**src/common/j1850_link_params.svh**
```systemverilog
`ifndef J1850_LINK_PARAMS_SVH
`define J1850_LINK_PARAMS_SVH

// Register offsets on the plain register port
`define ADDR_LINK_CONTROL_ONE 4'h0
`define ADDR_LINK_CONTROL_TWO 4'h1
`define ADDR_STATE_VECTOR 4'h2
`define ADDR_MODE_STATUS 4'h3

// Field positions
`define WAIT_CLOCK_SELECT_POS 0
`define FOUR_X_POS 1
`define DIGITAL_LOOPBACK_POS 0
`define ANALOG_LOOPBACK_POS 1

// Reset values
`define LINK_CONTROL_ONE_RESET 8'h00
`define LINK_CONTROL_TWO_RESET 8'h00

// State vector codes and wakeup vector
`define STATE_VECTOR_WAKE_CODE 8'h20
`define STATE_VECTOR_EOF_CODE 8'h04
`define WAKE_NMI_VECTOR 8'h20

// Timing
`define CLOCK_PERIOD_NS 8
`define BUS_IDLE_TIME_NS 300000
`define BUS_IDLE_CYCLES \
  ((`BUS_IDLE_TIME_NS + `CLOCK_PERIOD_NS - 1) / `CLOCK_PERIOD_NS)

`endif

```
**src/common/link_power_pkg.sv**
```systemverilog
`default_nettype none

package link_power_pkg;

  typedef enum logic [2:0] {
    st_reset,
    st_run,
    st_wait,
    st_stop_cpu_wait,
    st_stop_cpu_stop
  } mode_t;

endpackage

`default_nettype wire

```
**src/common/wake_if.sv**
```systemverilog
`timescale 1ns/1ps
`default_nettype none

interface wake_if;
  logic rx_sync;
  logic active_edge;
  logic guard_start;
  logic guard_done;
  logic bus_idle;

  modport edge_side (output rx_sync, output active_edge);
  modport idle_side (input rx_sync, input guard_start,
                     output guard_done, output bus_idle);
  modport ctrl (input rx_sync, input active_edge, input guard_done,
                input bus_idle, output guard_start);
endinterface

`default_nettype wire

```
**src/design/bus_idle_guard.sv**
```systemverilog
`timescale 1ns/1ps
`default_nettype none

module bus_idle_guard #(
  parameter int IDLE_CYCLES = 37500
) (
  input wire logic clock,
  input wire logic reset,
  wake_if.idle_side wk
);

  localparam int W = $clog2(IDLE_CYCLES + 1);

  logic [W-1:0] count_r;
  logic [W-1:0] count_nxt;
  logic armed_r;
  logic armed_nxt;
  logic done_r;
  logic reached;

  assign reached = (count_r == W'(IDLE_CYCLES - 1)) & ~wk.rx_sync;
  // Any active level restarts the idle measurement
  assign count_nxt = (wk.guard_start | wk.rx_sync | reached) ? '0 :
                     count_r + W'(1);
  assign armed_nxt = wk.guard_start | (armed_r & ~reached);

  always_ff @(posedge clock or posedge reset) begin
    if (reset) begin
      count_r <= '0;
      armed_r <= 1'b0;
      done_r <= 1'b0;
    end else begin
      count_r <= count_nxt;
      armed_r <= armed_nxt;
      done_r <= armed_r & reached & ~wk.guard_start;
    end
  end

  assign wk.guard_done = done_r;
  assign wk.bus_idle = ~armed_r;

endmodule // bus_idle_guard

`default_nettype wire

```
**src/design/j1850_link_power_mode_ctrl.sv**
```systemverilog
`timescale 1ns/1ps
`default_nettype none

`include "j1850_link_params.svh"

// Overview of operation
// - Any reset source forces reset mode
// - Reset mode clears registers, ignores inputs
// - Leave reset to run when sources deassert
// - WAIT picks low mode by select bit; STOP always full stop
// - Bus activity returns low modes to run
// - Stop wakeup raises NMI, top vector code
// - Low modes and wakeup keep registers
// - Wait mode: clocks run, no transmit
// - Wait wake: first rising edge interrupts
// - Select set plus WAIT stops core clocks
// - Stop wake: first rising edge gives NMI
// - Select set plus STOP stops both clocks
// - Stop wakeup message may be lost
// - Loopback set keeps bus from waking
// - Wakeup identical in normal and 4X
// - Digital loopback joins tx to rx internally
// - After analog loopback wait bus idle
module j1850_link_power_mode_ctrl #(
  parameter int RESET_SOURCES = 2,
  parameter int IDLE_CYCLES = `BUS_IDLE_CYCLES
) (
  input wire logic clock,
  input wire logic reset,
  input wire logic [RESET_SOURCES-1:0] reset_sources,
  input wire logic cpu_wait_exec,
  input wire logic cpu_stop_exec,
  input wire logic core_tx,
  input wire logic [7:0] core_state_code,
  input wire logic link_rx_digital_in,
  input wire logic [3:0] addr,
  input wire logic [7:0] wdata,
  input wire logic wr,
  input wire logic rd,
  output logic [7:0] rdata,
  output logic link_tx_digital_out,
  output logic rx_to_core,
  output logic core_reset,
  output logic core_clock_run,
  output logic cpu_clock_run,
  output logic wake_irq,
  output logic wake_nmi,
  output logic [7:0] nmi_vector,
  output logic [2:0] mode_code,
  output logic net_participate
);

  wake_if wk ();

  wake_edge_detect u_edge (
    .clock(clock),
    .reset(reset),
    .link_rx_digital_in(link_rx_digital_in),
    .wk(wk.edge_side)
  );

  // Idle guard only matters after analog loopback exit
  bus_idle_guard #(
    .IDLE_CYCLES(IDLE_CYCLES)
  ) u_idle (
    .clock(clock),
    .reset(reset),
    .wk(wk.idle_side)
  );

  // Reset sources come from pins or other domains
  logic [RESET_SOURCES-1:0] src_meta_r;
  logic [RESET_SOURCES-1:0] src_sync_r;
  logic src_any;

  always_ff @(posedge clock or posedge reset) begin
    if (reset) begin
      src_meta_r <= '0;
      src_sync_r <= '0;
    end else begin
      src_meta_r <= reset_sources;
      src_sync_r <= src_meta_r;
    end
  end

  assign src_any = |src_sync_r;

  link_power_pkg::mode_t mode_r;
  link_power_pkg::mode_t mode_nxt;

  logic [7:0] ctrl_one_r;
  logic [7:0] ctrl_one_nxt;
  logic [7:0] ctrl_two_r;
  logic [7:0] ctrl_two_nxt;
  logic wake_pending_r;
  logic wake_pending_nxt;
  logic eof_read_r;
  logic eof_read_nxt;
  logic msg_lost_r;
  logic msg_lost_nxt;
  logic participate_r;
  logic participate_nxt;
  // Cleared in reset so leaving reset is no false loopback exit
  logic analog_loopback_bit_prev_r;

  logic in_reset;
  logic in_run;
  logic in_low;
  logic in_stop;
  logic in_wait;
  logic wait_select;
  logic digital_loopback_bit;
  logic analog_loopback_bit;
  logic disengaged;
  logic wake_event;
  logic stop_wake;
  logic wait_wake;
  logic wr_one;
  logic wr_two;
  logic rd_vector;
  logic [7:0] vector_code;
  logic [7:0] status_word;
  logic [7:0] read_mux;

  // Both stop flavours halt the core; decoded on mode_r and mode_nxt
  function automatic logic is_stop(input link_power_pkg::mode_t m);
    return (m == link_power_pkg::st_stop_cpu_wait) |
           (m == link_power_pkg::st_stop_cpu_stop);
  endfunction

  assign in_reset = (mode_r == link_power_pkg::st_reset);
  assign in_run = (mode_r == link_power_pkg::st_run);
  assign in_stop = is_stop(mode_r);
  assign in_wait = (mode_r == link_power_pkg::st_wait);
  assign in_low = in_stop | in_wait;

  assign wait_select = ctrl_one_r[`WAIT_CLOCK_SELECT_POS];
  assign digital_loopback_bit = ctrl_two_r[`DIGITAL_LOOPBACK_POS];
  assign analog_loopback_bit = ctrl_two_r[`ANALOG_LOOPBACK_POS];

  // Either loopback detaches the node from bus wakeups
  assign disengaged = digital_loopback_bit | analog_loopback_bit;
  // Four-times receive bit deliberately plays no part here
  assign wake_event = in_low & wk.active_edge & ~disengaged;
  assign stop_wake = wake_event & in_stop;
  assign wait_wake = wake_event & in_wait;

  // Register writes and reads are ignored while in reset
  assign wr_one = wr & ~in_reset & (addr == `ADDR_LINK_CONTROL_ONE);
  assign wr_two = wr & ~in_reset & (addr == `ADDR_LINK_CONTROL_TWO);
  assign rd_vector = rd & ~in_reset & (addr == `ADDR_STATE_VECTOR);

  // Held wakeup outranks every code from the protocol core
  assign vector_code = wake_pending_r ? `STATE_VECTOR_WAKE_CODE :
                       core_state_code;

  // Mode in the top bits for a quick software poll
  assign status_word = {mode_r, 1'b0, wake_pending_r, eof_read_r,
                        msg_lost_r, participate_r};

  // Status and state vector are read-only
  always_comb begin
    read_mux = 8'h00;
    if (!in_reset) begin
      unique case (addr)
        `ADDR_LINK_CONTROL_ONE: read_mux = ctrl_one_r;
        `ADDR_LINK_CONTROL_TWO: read_mux = ctrl_two_r;
        `ADDR_STATE_VECTOR: read_mux = vector_code;
        `ADDR_MODE_STATUS: read_mux = status_word;
        default: read_mux = 8'h00;
      endcase
    end
  end

  // Pulses outside run mode fall through with no effect
  always_comb begin
    mode_nxt = mode_r;
    unique case (mode_r)
      link_power_pkg::st_reset: begin
        if (!src_any) begin
          mode_nxt = link_power_pkg::st_run;
        end
      end
      link_power_pkg::st_run: begin
        if (cpu_stop_exec) begin
          // Stop with select clear is treated as full stop as well
          mode_nxt = link_power_pkg::st_stop_cpu_stop;
        end else if (cpu_wait_exec && wait_select) begin
          mode_nxt = link_power_pkg::st_stop_cpu_wait;
        end else if (cpu_wait_exec) begin
          mode_nxt = link_power_pkg::st_wait;
        end
      end
      link_power_pkg::st_wait,
      link_power_pkg::st_stop_cpu_wait,
      link_power_pkg::st_stop_cpu_stop: begin
        if (wake_event) begin
          mode_nxt = link_power_pkg::st_run;
        end
      end
    endcase
    // Reset sources override every other transition
    if (src_any) begin
      mode_nxt = link_power_pkg::st_reset;
    end
  end

  // Only writes and reset mode change the control registers, never a low-mode change
  assign ctrl_one_nxt = in_reset ? `LINK_CONTROL_ONE_RESET :
                        (wr_one ? wdata : ctrl_one_r);
  assign ctrl_two_nxt = in_reset ? `LINK_CONTROL_TWO_RESET :
                        (wr_two ? wdata : ctrl_two_r);

  // Set wins over the clearing read in the same cycle
  assign wake_pending_nxt = ~in_reset &
                            (stop_wake | (wake_pending_r & ~rd_vector));

  // A wakeup uses up the end-of-frame read
  assign eof_read_nxt = ~in_reset &
    ((rd_vector & (vector_code == `STATE_VECTOR_EOF_CODE)) |
     (eof_read_r & ~wake_event));

  // Stop with CPU stop loses the waking frame; stop with CPU wait
  // only keeps it when end-of-frame was seen first
  assign msg_lost_nxt = ~in_reset &
    ((stop_wake & ((mode_r == link_power_pkg::st_stop_cpu_stop) |
                   ~eof_read_r)) |
     (msg_lost_r & ~rd_vector));

  // Analog loopback exit holds the node off until bus idle
  assign wk.guard_start = analog_loopback_bit_prev_r & ~analog_loopback_bit & ~in_reset;
  // With no guard running, the node joins as soon as reset ends
  assign participate_nxt = ~in_reset &
    ((participate_r & ~wk.guard_start) | wk.guard_done |
     (~participate_r & ~analog_loopback_bit & ~analog_loopback_bit_prev_r & ~wk.guard_start &
      wk.bus_idle));

  always_ff @(posedge clock or posedge reset) begin
    if (reset) begin
      mode_r <= link_power_pkg::st_reset;
      ctrl_one_r <= `LINK_CONTROL_ONE_RESET;
      ctrl_two_r <= `LINK_CONTROL_TWO_RESET;
      wake_pending_r <= 1'b0;
      eof_read_r <= 1'b0;
      msg_lost_r <= 1'b0;
      participate_r <= 1'b0;
      analog_loopback_bit_prev_r <= 1'b0;
    end else begin
      mode_r <= mode_nxt;
      ctrl_one_r <= ctrl_one_nxt;
      ctrl_two_r <= ctrl_two_nxt;
      wake_pending_r <= wake_pending_nxt;
      eof_read_r <= eof_read_nxt;
      msg_lost_r <= msg_lost_nxt;
      participate_r <= participate_nxt;
      analog_loopback_bit_prev_r <= analog_loopback_bit & ~in_reset;
    end
  end

  // Output stage: every port leaves from a flip-flop
  logic tx_drive;
  logic rx_path;

  // Only run mode drives, and digital loopback never reaches the pin
  assign tx_drive = in_run & ~digital_loopback_bit & participate_r & core_tx;
  assign rx_path = digital_loopback_bit ? core_tx : wk.rx_sync;

  always_ff @(posedge clock or posedge reset) begin
    if (reset) begin
      rdata <= 8'h00;
      link_tx_digital_out <= 1'b0;
      rx_to_core <= 1'b0;
      core_reset <= 1'b1;
      core_clock_run <= 1'b1;
      cpu_clock_run <= 1'b1;
      wake_irq <= 1'b0;
      wake_nmi <= 1'b0;
      nmi_vector <= 8'h00;
      mode_code <= 3'h0;
      net_participate <= 1'b0;
    end else begin
      // Read data only in the answer cycle, zero elsewhere
      rdata <= rd ? read_mux : 8'h00;
      link_tx_digital_out <= tx_drive;
      rx_to_core <= in_reset ? 1'b0 : rx_path;
      // Taken from mode_nxt so they move together with mode_code
      core_reset <= (mode_nxt == link_power_pkg::st_reset);
      core_clock_run <= ~is_stop(mode_nxt);
      cpu_clock_run <= (mode_nxt != link_power_pkg::st_stop_cpu_stop);
      wake_irq <= wait_wake;
      wake_nmi <= stop_wake;
      // Vector holds so a late interrupt entry still finds it
      nmi_vector <= stop_wake ? `WAKE_NMI_VECTOR : nmi_vector;
      mode_code <= mode_nxt;
      net_participate <= participate_nxt;
    end
  end

endmodule // j1850_link_power_mode_ctrl

`default_nettype wire

```
**src/design/wake_edge_detect.sv**
```systemverilog
`timescale 1ns/1ps
`default_nettype none

module wake_edge_detect (
  input wire logic clock,
  input wire logic reset,
  input wire logic link_rx_digital_in,
  wake_if.edge_side wk
);

  logic meta_r;
  logic sync_r;
  logic prev_r;
  logic edge_r;
  logic rising;

  // Passive is low, active is high on the bus
  assign rising = sync_r & ~prev_r;

  always_ff @(posedge clock or posedge reset) begin
    if (reset) begin
      meta_r <= 1'b0;
      sync_r <= 1'b0;
      prev_r <= 1'b0;
      edge_r <= 1'b0;
    end else begin
      meta_r <= link_rx_digital_in;
      sync_r <= meta_r;
      prev_r <= sync_r;
      edge_r <= rising;
    end
  end

  assign wk.rx_sync = sync_r;
  assign wk.active_edge = edge_r;

endmodule // wake_edge_detect

`default_nettype wire
```
**config.mk**
```make
export PLATFORM = sky130hd
export DESIGN_NAME = j1850_link_power_mode_ctrl
export DESIGN_NICKNAME = d
export VERILOG_FILES = /design/src/common/link_power_pkg.sv /design/src/common/wake_if.sv /design/src/design/bus_idle_guard.sv /design/src/design/j1850_link_power_mode_ctrl.sv /design/src/design/wake_edge_detect.sv
export VERILOG_INCLUDE_DIRS = /design/src /design/src/common
export SDC_FILE = /design/constraint.sdc
export NUM_CORES = 1
export LEC_CHECK = 0
export BUFFER_PORTS_ARGS = -buffer_cell sky130_fd_sc_hd__buf_2
export CELL_PAD_IN_SITES_DETAIL_PLACEMENT = 1
export CELL_PAD_IN_SITES_GLOBAL_PLACEMENT = 1
export CORE_AREA = 10 10 95 97
export DETAILED_ROUTE_END_ITERATION = 8
export DIE_AREA = 0 0 105 107
export PLACE_DENSITY_LB_ADDON = 0.1
export SYNTH_ARGS = -nofsm -noshare
export SYNTH_HDL_FRONTEND = slang
export SYNTH_SLANG_ARGS = --single-unit
```
**constraint.sdc**
```tcl
create_clock -name clock -period 2.25 [get_ports clock]
set_input_delay 0.225 -clock clock [delete_from_list [all_inputs] [get_ports clock]]
set_output_delay 0.225 -clock clock [all_outputs]
set_load 0.02 [all_outputs]
```
==> run summary <==
Outcome -> finished clean
Clock sink total -> 66
Leak -> 1.73 nW
Initial antenna violation count -> 0
Avg Synthesized Cell Area -> 10.9 um^2
Synth top area cells -> dfrtp_1 53%, nor2_1 6.7%, mux2i_1 6.4%
Sequential-to-total area share from yosys stat -> 0.554
Root Buffer -> clkbuf_8
Dpl hpwl -> 5280 um
Relative slew slack -> 0.576
Io pins -> 57
Clk Latency, worst-skew pair -> 340 ps
CP required -> 2510 ps
Adder-Cell Fraction of Synth Area -> 0.00419
DR iter-0 viols -> 75
Die Area -> 0.0112 mm^2
VDD IR max -> 282 uV
First-pass GRT wire length -> 12300 um
Router iterations before antenna repair -> 4
Layout cells sized above 1 -> 0.259
R2R Path End -> u_idle.count_r[6]
# nets final -> 362
Area growth from synthesis to layout -> 21.1%
Setup Skew -> 8.82 ps
Max cap viols -> 0
Cell count after synthesis -> 274
Final setup margin -> 358 ps
Netlist Area Pre-Place -> 0.00299 mm^2
CP Max Fanout -> 16
Layout filler cell count -> 823
Post-synth top area share -> 0.528
CTS tree -> done
Vias in the first global route -> 2370
Crit. Startpoint -> u_idle.count_r[0]
GRT Util Overall -> 0.136
Largest family of logic cells by synthesized area -> simple AND/OR/NAND/NOR gates
IO buf count -> 49
Starting Density -> 0.419
Final setup violation count -> 0
Post-synth top cells -> 63 x dfrtp_1, 53 x nor2_1, 19 x mux2i_1, 13 x xnor2_1, 8 x clkbuf_1
Finished Cell Area -> 0.00362 mm^2
Flop-to-flop setup slack -> 360 ps
Final hold violation count -> 0
Most frequent cell after synthesis -> dfrtp_1
DRT Wirelength -> 7420 um
Crit end category -> flop
Setup WS pre-CTS -> 353 ps
Share of synthesized registers carrying an async set or reset -> 1.00
Core area -> 0.00714 mm^2
Slew Limit Fails -> 0
Multi-input logic area -> 0.00122 mm^2
Remaining DRCs -> 0
Number of flops mapped to enable cells by yosys -> 0
Max Fclk -> 0.528 GHz
XOR/XNOR Fraction of Synth Area -> 0.0410
#FFs+latches synth -> 66
PD cells -> 740 mW/mm^2
Remaining global-route overflow -> 0
Die width -> 105 um
ANT nets after route -> 0
Worst Setup Start Kind -> flop
Sum Neg Setup Slack -> 0 ps
Htree depth -> 3
DR vias -> 2197
Antenna fix cells -> 0
Kind of critical path -> reg2reg
Die Y -> 107 um
Post-layout util -> 0.507
Gp weighted congestion -> 0.744
Pin count of the biggest net entering global routing -> 45
R2R depth -> 5
Register area -> 0.00166 mm^2
Final period util -> 0.841
Ys flop type -> dfrtp_1
Detail-routed via count per cell -> 5.05
CP arrival -> 2150 ps
Clock tree buffer depth -> 2
RSZ-0062 raised after global routing -> no
Hold Crit Class -> in2reg
Total CTS buffers -> 9
Num rows -> 31
Worst setup endpoint -> u_idle.count_r[6]
Synth warnings -> 0
Mux cell area share after synthesis -> 0.0825
Compound-Gate Fraction of Synth Area -> 0.0729
Post-CTS Setup Repair Bufs -> 0
Synth unique cells -> 46
Dpl cell area -> 0.00333 mm^2
Leading area contributor after synthesis -> dfrtp_1
Least-Margin Pin Slew -> 633 ps
Clk slew on worst S/H paths -> 80 ps
Post-Synth Simple-Gate Area -> 0.198
Hold Crit Depth -> 3
Final min period -> 1890 ps
DR WL/cell -> 17.1 um
R2r startpoint -> u_idle.count_r[0]
==> state kept, by name, indices dropped and copies added (netlist names), 2 cells and up <==
name	cells
rdata	8
u_idle.count_r	16
src_meta_r	2
src_sync_r	2
ctrl_two_r	8
ctrl_one_r	8
mode_code	3
==> what timing repair did <==
| action | 4_1_cts | 5_1_grt |
|---|---|---|
| endpoints found under the hold margin | 22 | 0 |
| setup endpoints to repair | 0 | 0 |
| gates resized for setup | 0 | 0 |
| hold buffers | 4 | 0 |
==> metrics by stage <==
| stage | hold slack, ps | instances | power (mW) |
|---|---|---|---|
| 5_1_grt | 140 | 435 | 2.79 |
| 2_1_floorplan | 256 | 280 | 1.38 |
| 3_5_place_dp | 295 | 415 | 1.45 |
| 6_report | 137 | 435 | 2.68 |
| 4_1_cts | 126 | 435 | 2.71 |
| 3_3_place_gp | 271 | 415 | 1.45 |
==> worst min path at each step <==
| stage | from | end | slack, ps |
|---|---|---|---|
| 3_5_place_dp | reset | src_meta_r[0] | 300 |
| 4_1_cts | wdata[2] | ctrl_two_r[2] | 130 |
| 5_1_grt | core_tx | link_tx_digital_out | 140 |
| 6_report | wdata[2] | ctrl_two_r[2] | 140 |
| 3_3_place_gp | reset | link_tx_digital_out | 270 |
| 2_1_floorplan | reset_sources[0] | src_meta_r[0] | 260 |
==> report_power, final <==
group | switching, mW | internal [mW] | total, mW | leakage, nW
combinational | 0.127 | 0.0724 | 0.200 | 0.728
sequential | 0.0171 | 1.21 | 1.23 | 0.887
clock | 0.480 | 0.768 | 1.25 | 0.119
total | 0.625 | 2.05 | 2.68 | 1.73
==> placed cells by master (no fill, tap or decap), drive strengths merged, types with 5 or more instances in the layout <==
cell type  count
clkbuf        10
nand4          5
dfrtp         63
a21oi          7
buf           55
nor2          53
a22o           5
mux2i         19
conb           7
a22oi          7
xnor2         13
nor3           7
mux2           5
nand3          8
inv            6
nor4           7
==> metal layers <==
| layer | global-route usage | wire length, um |
|---|---|---|
| met1 | 0.173 | 3450 |
| met2 | 0.219 | 3580 |
| met3 | 0.0311 | 279 |
| met4 | 0.0559 | 110 |
| met5 | 0 | 0 |
==> critical path, cell delays in order (launching register included) <==
cell and delay [ps]:
dfrtp_1 410, ha_1 240, and4bb_1 210, nand4_1 120, or3b_1 630, nor2_1 200
==> cell type report <==
type                       count  share of cell area
tap                           99              0.0342
sequential                    66               0.457
clock buffer                  10              0.0380
multi-input combinational    189               0.338
timing repair buffer          59              0.0947
inverter                       6             0.00622
clock inverter                 6              0.0315
==> logic make-up after synthesis <==
group	count (synthesis)
and+or+nand+nor	112
DFF	66
AOI/OAI and AO/OA	31
buffers and inverters	25
muxes	24
xor gates and xnor gates	14
adders and majority gates	1
other	1
Power figures use the tool's default switching activity.
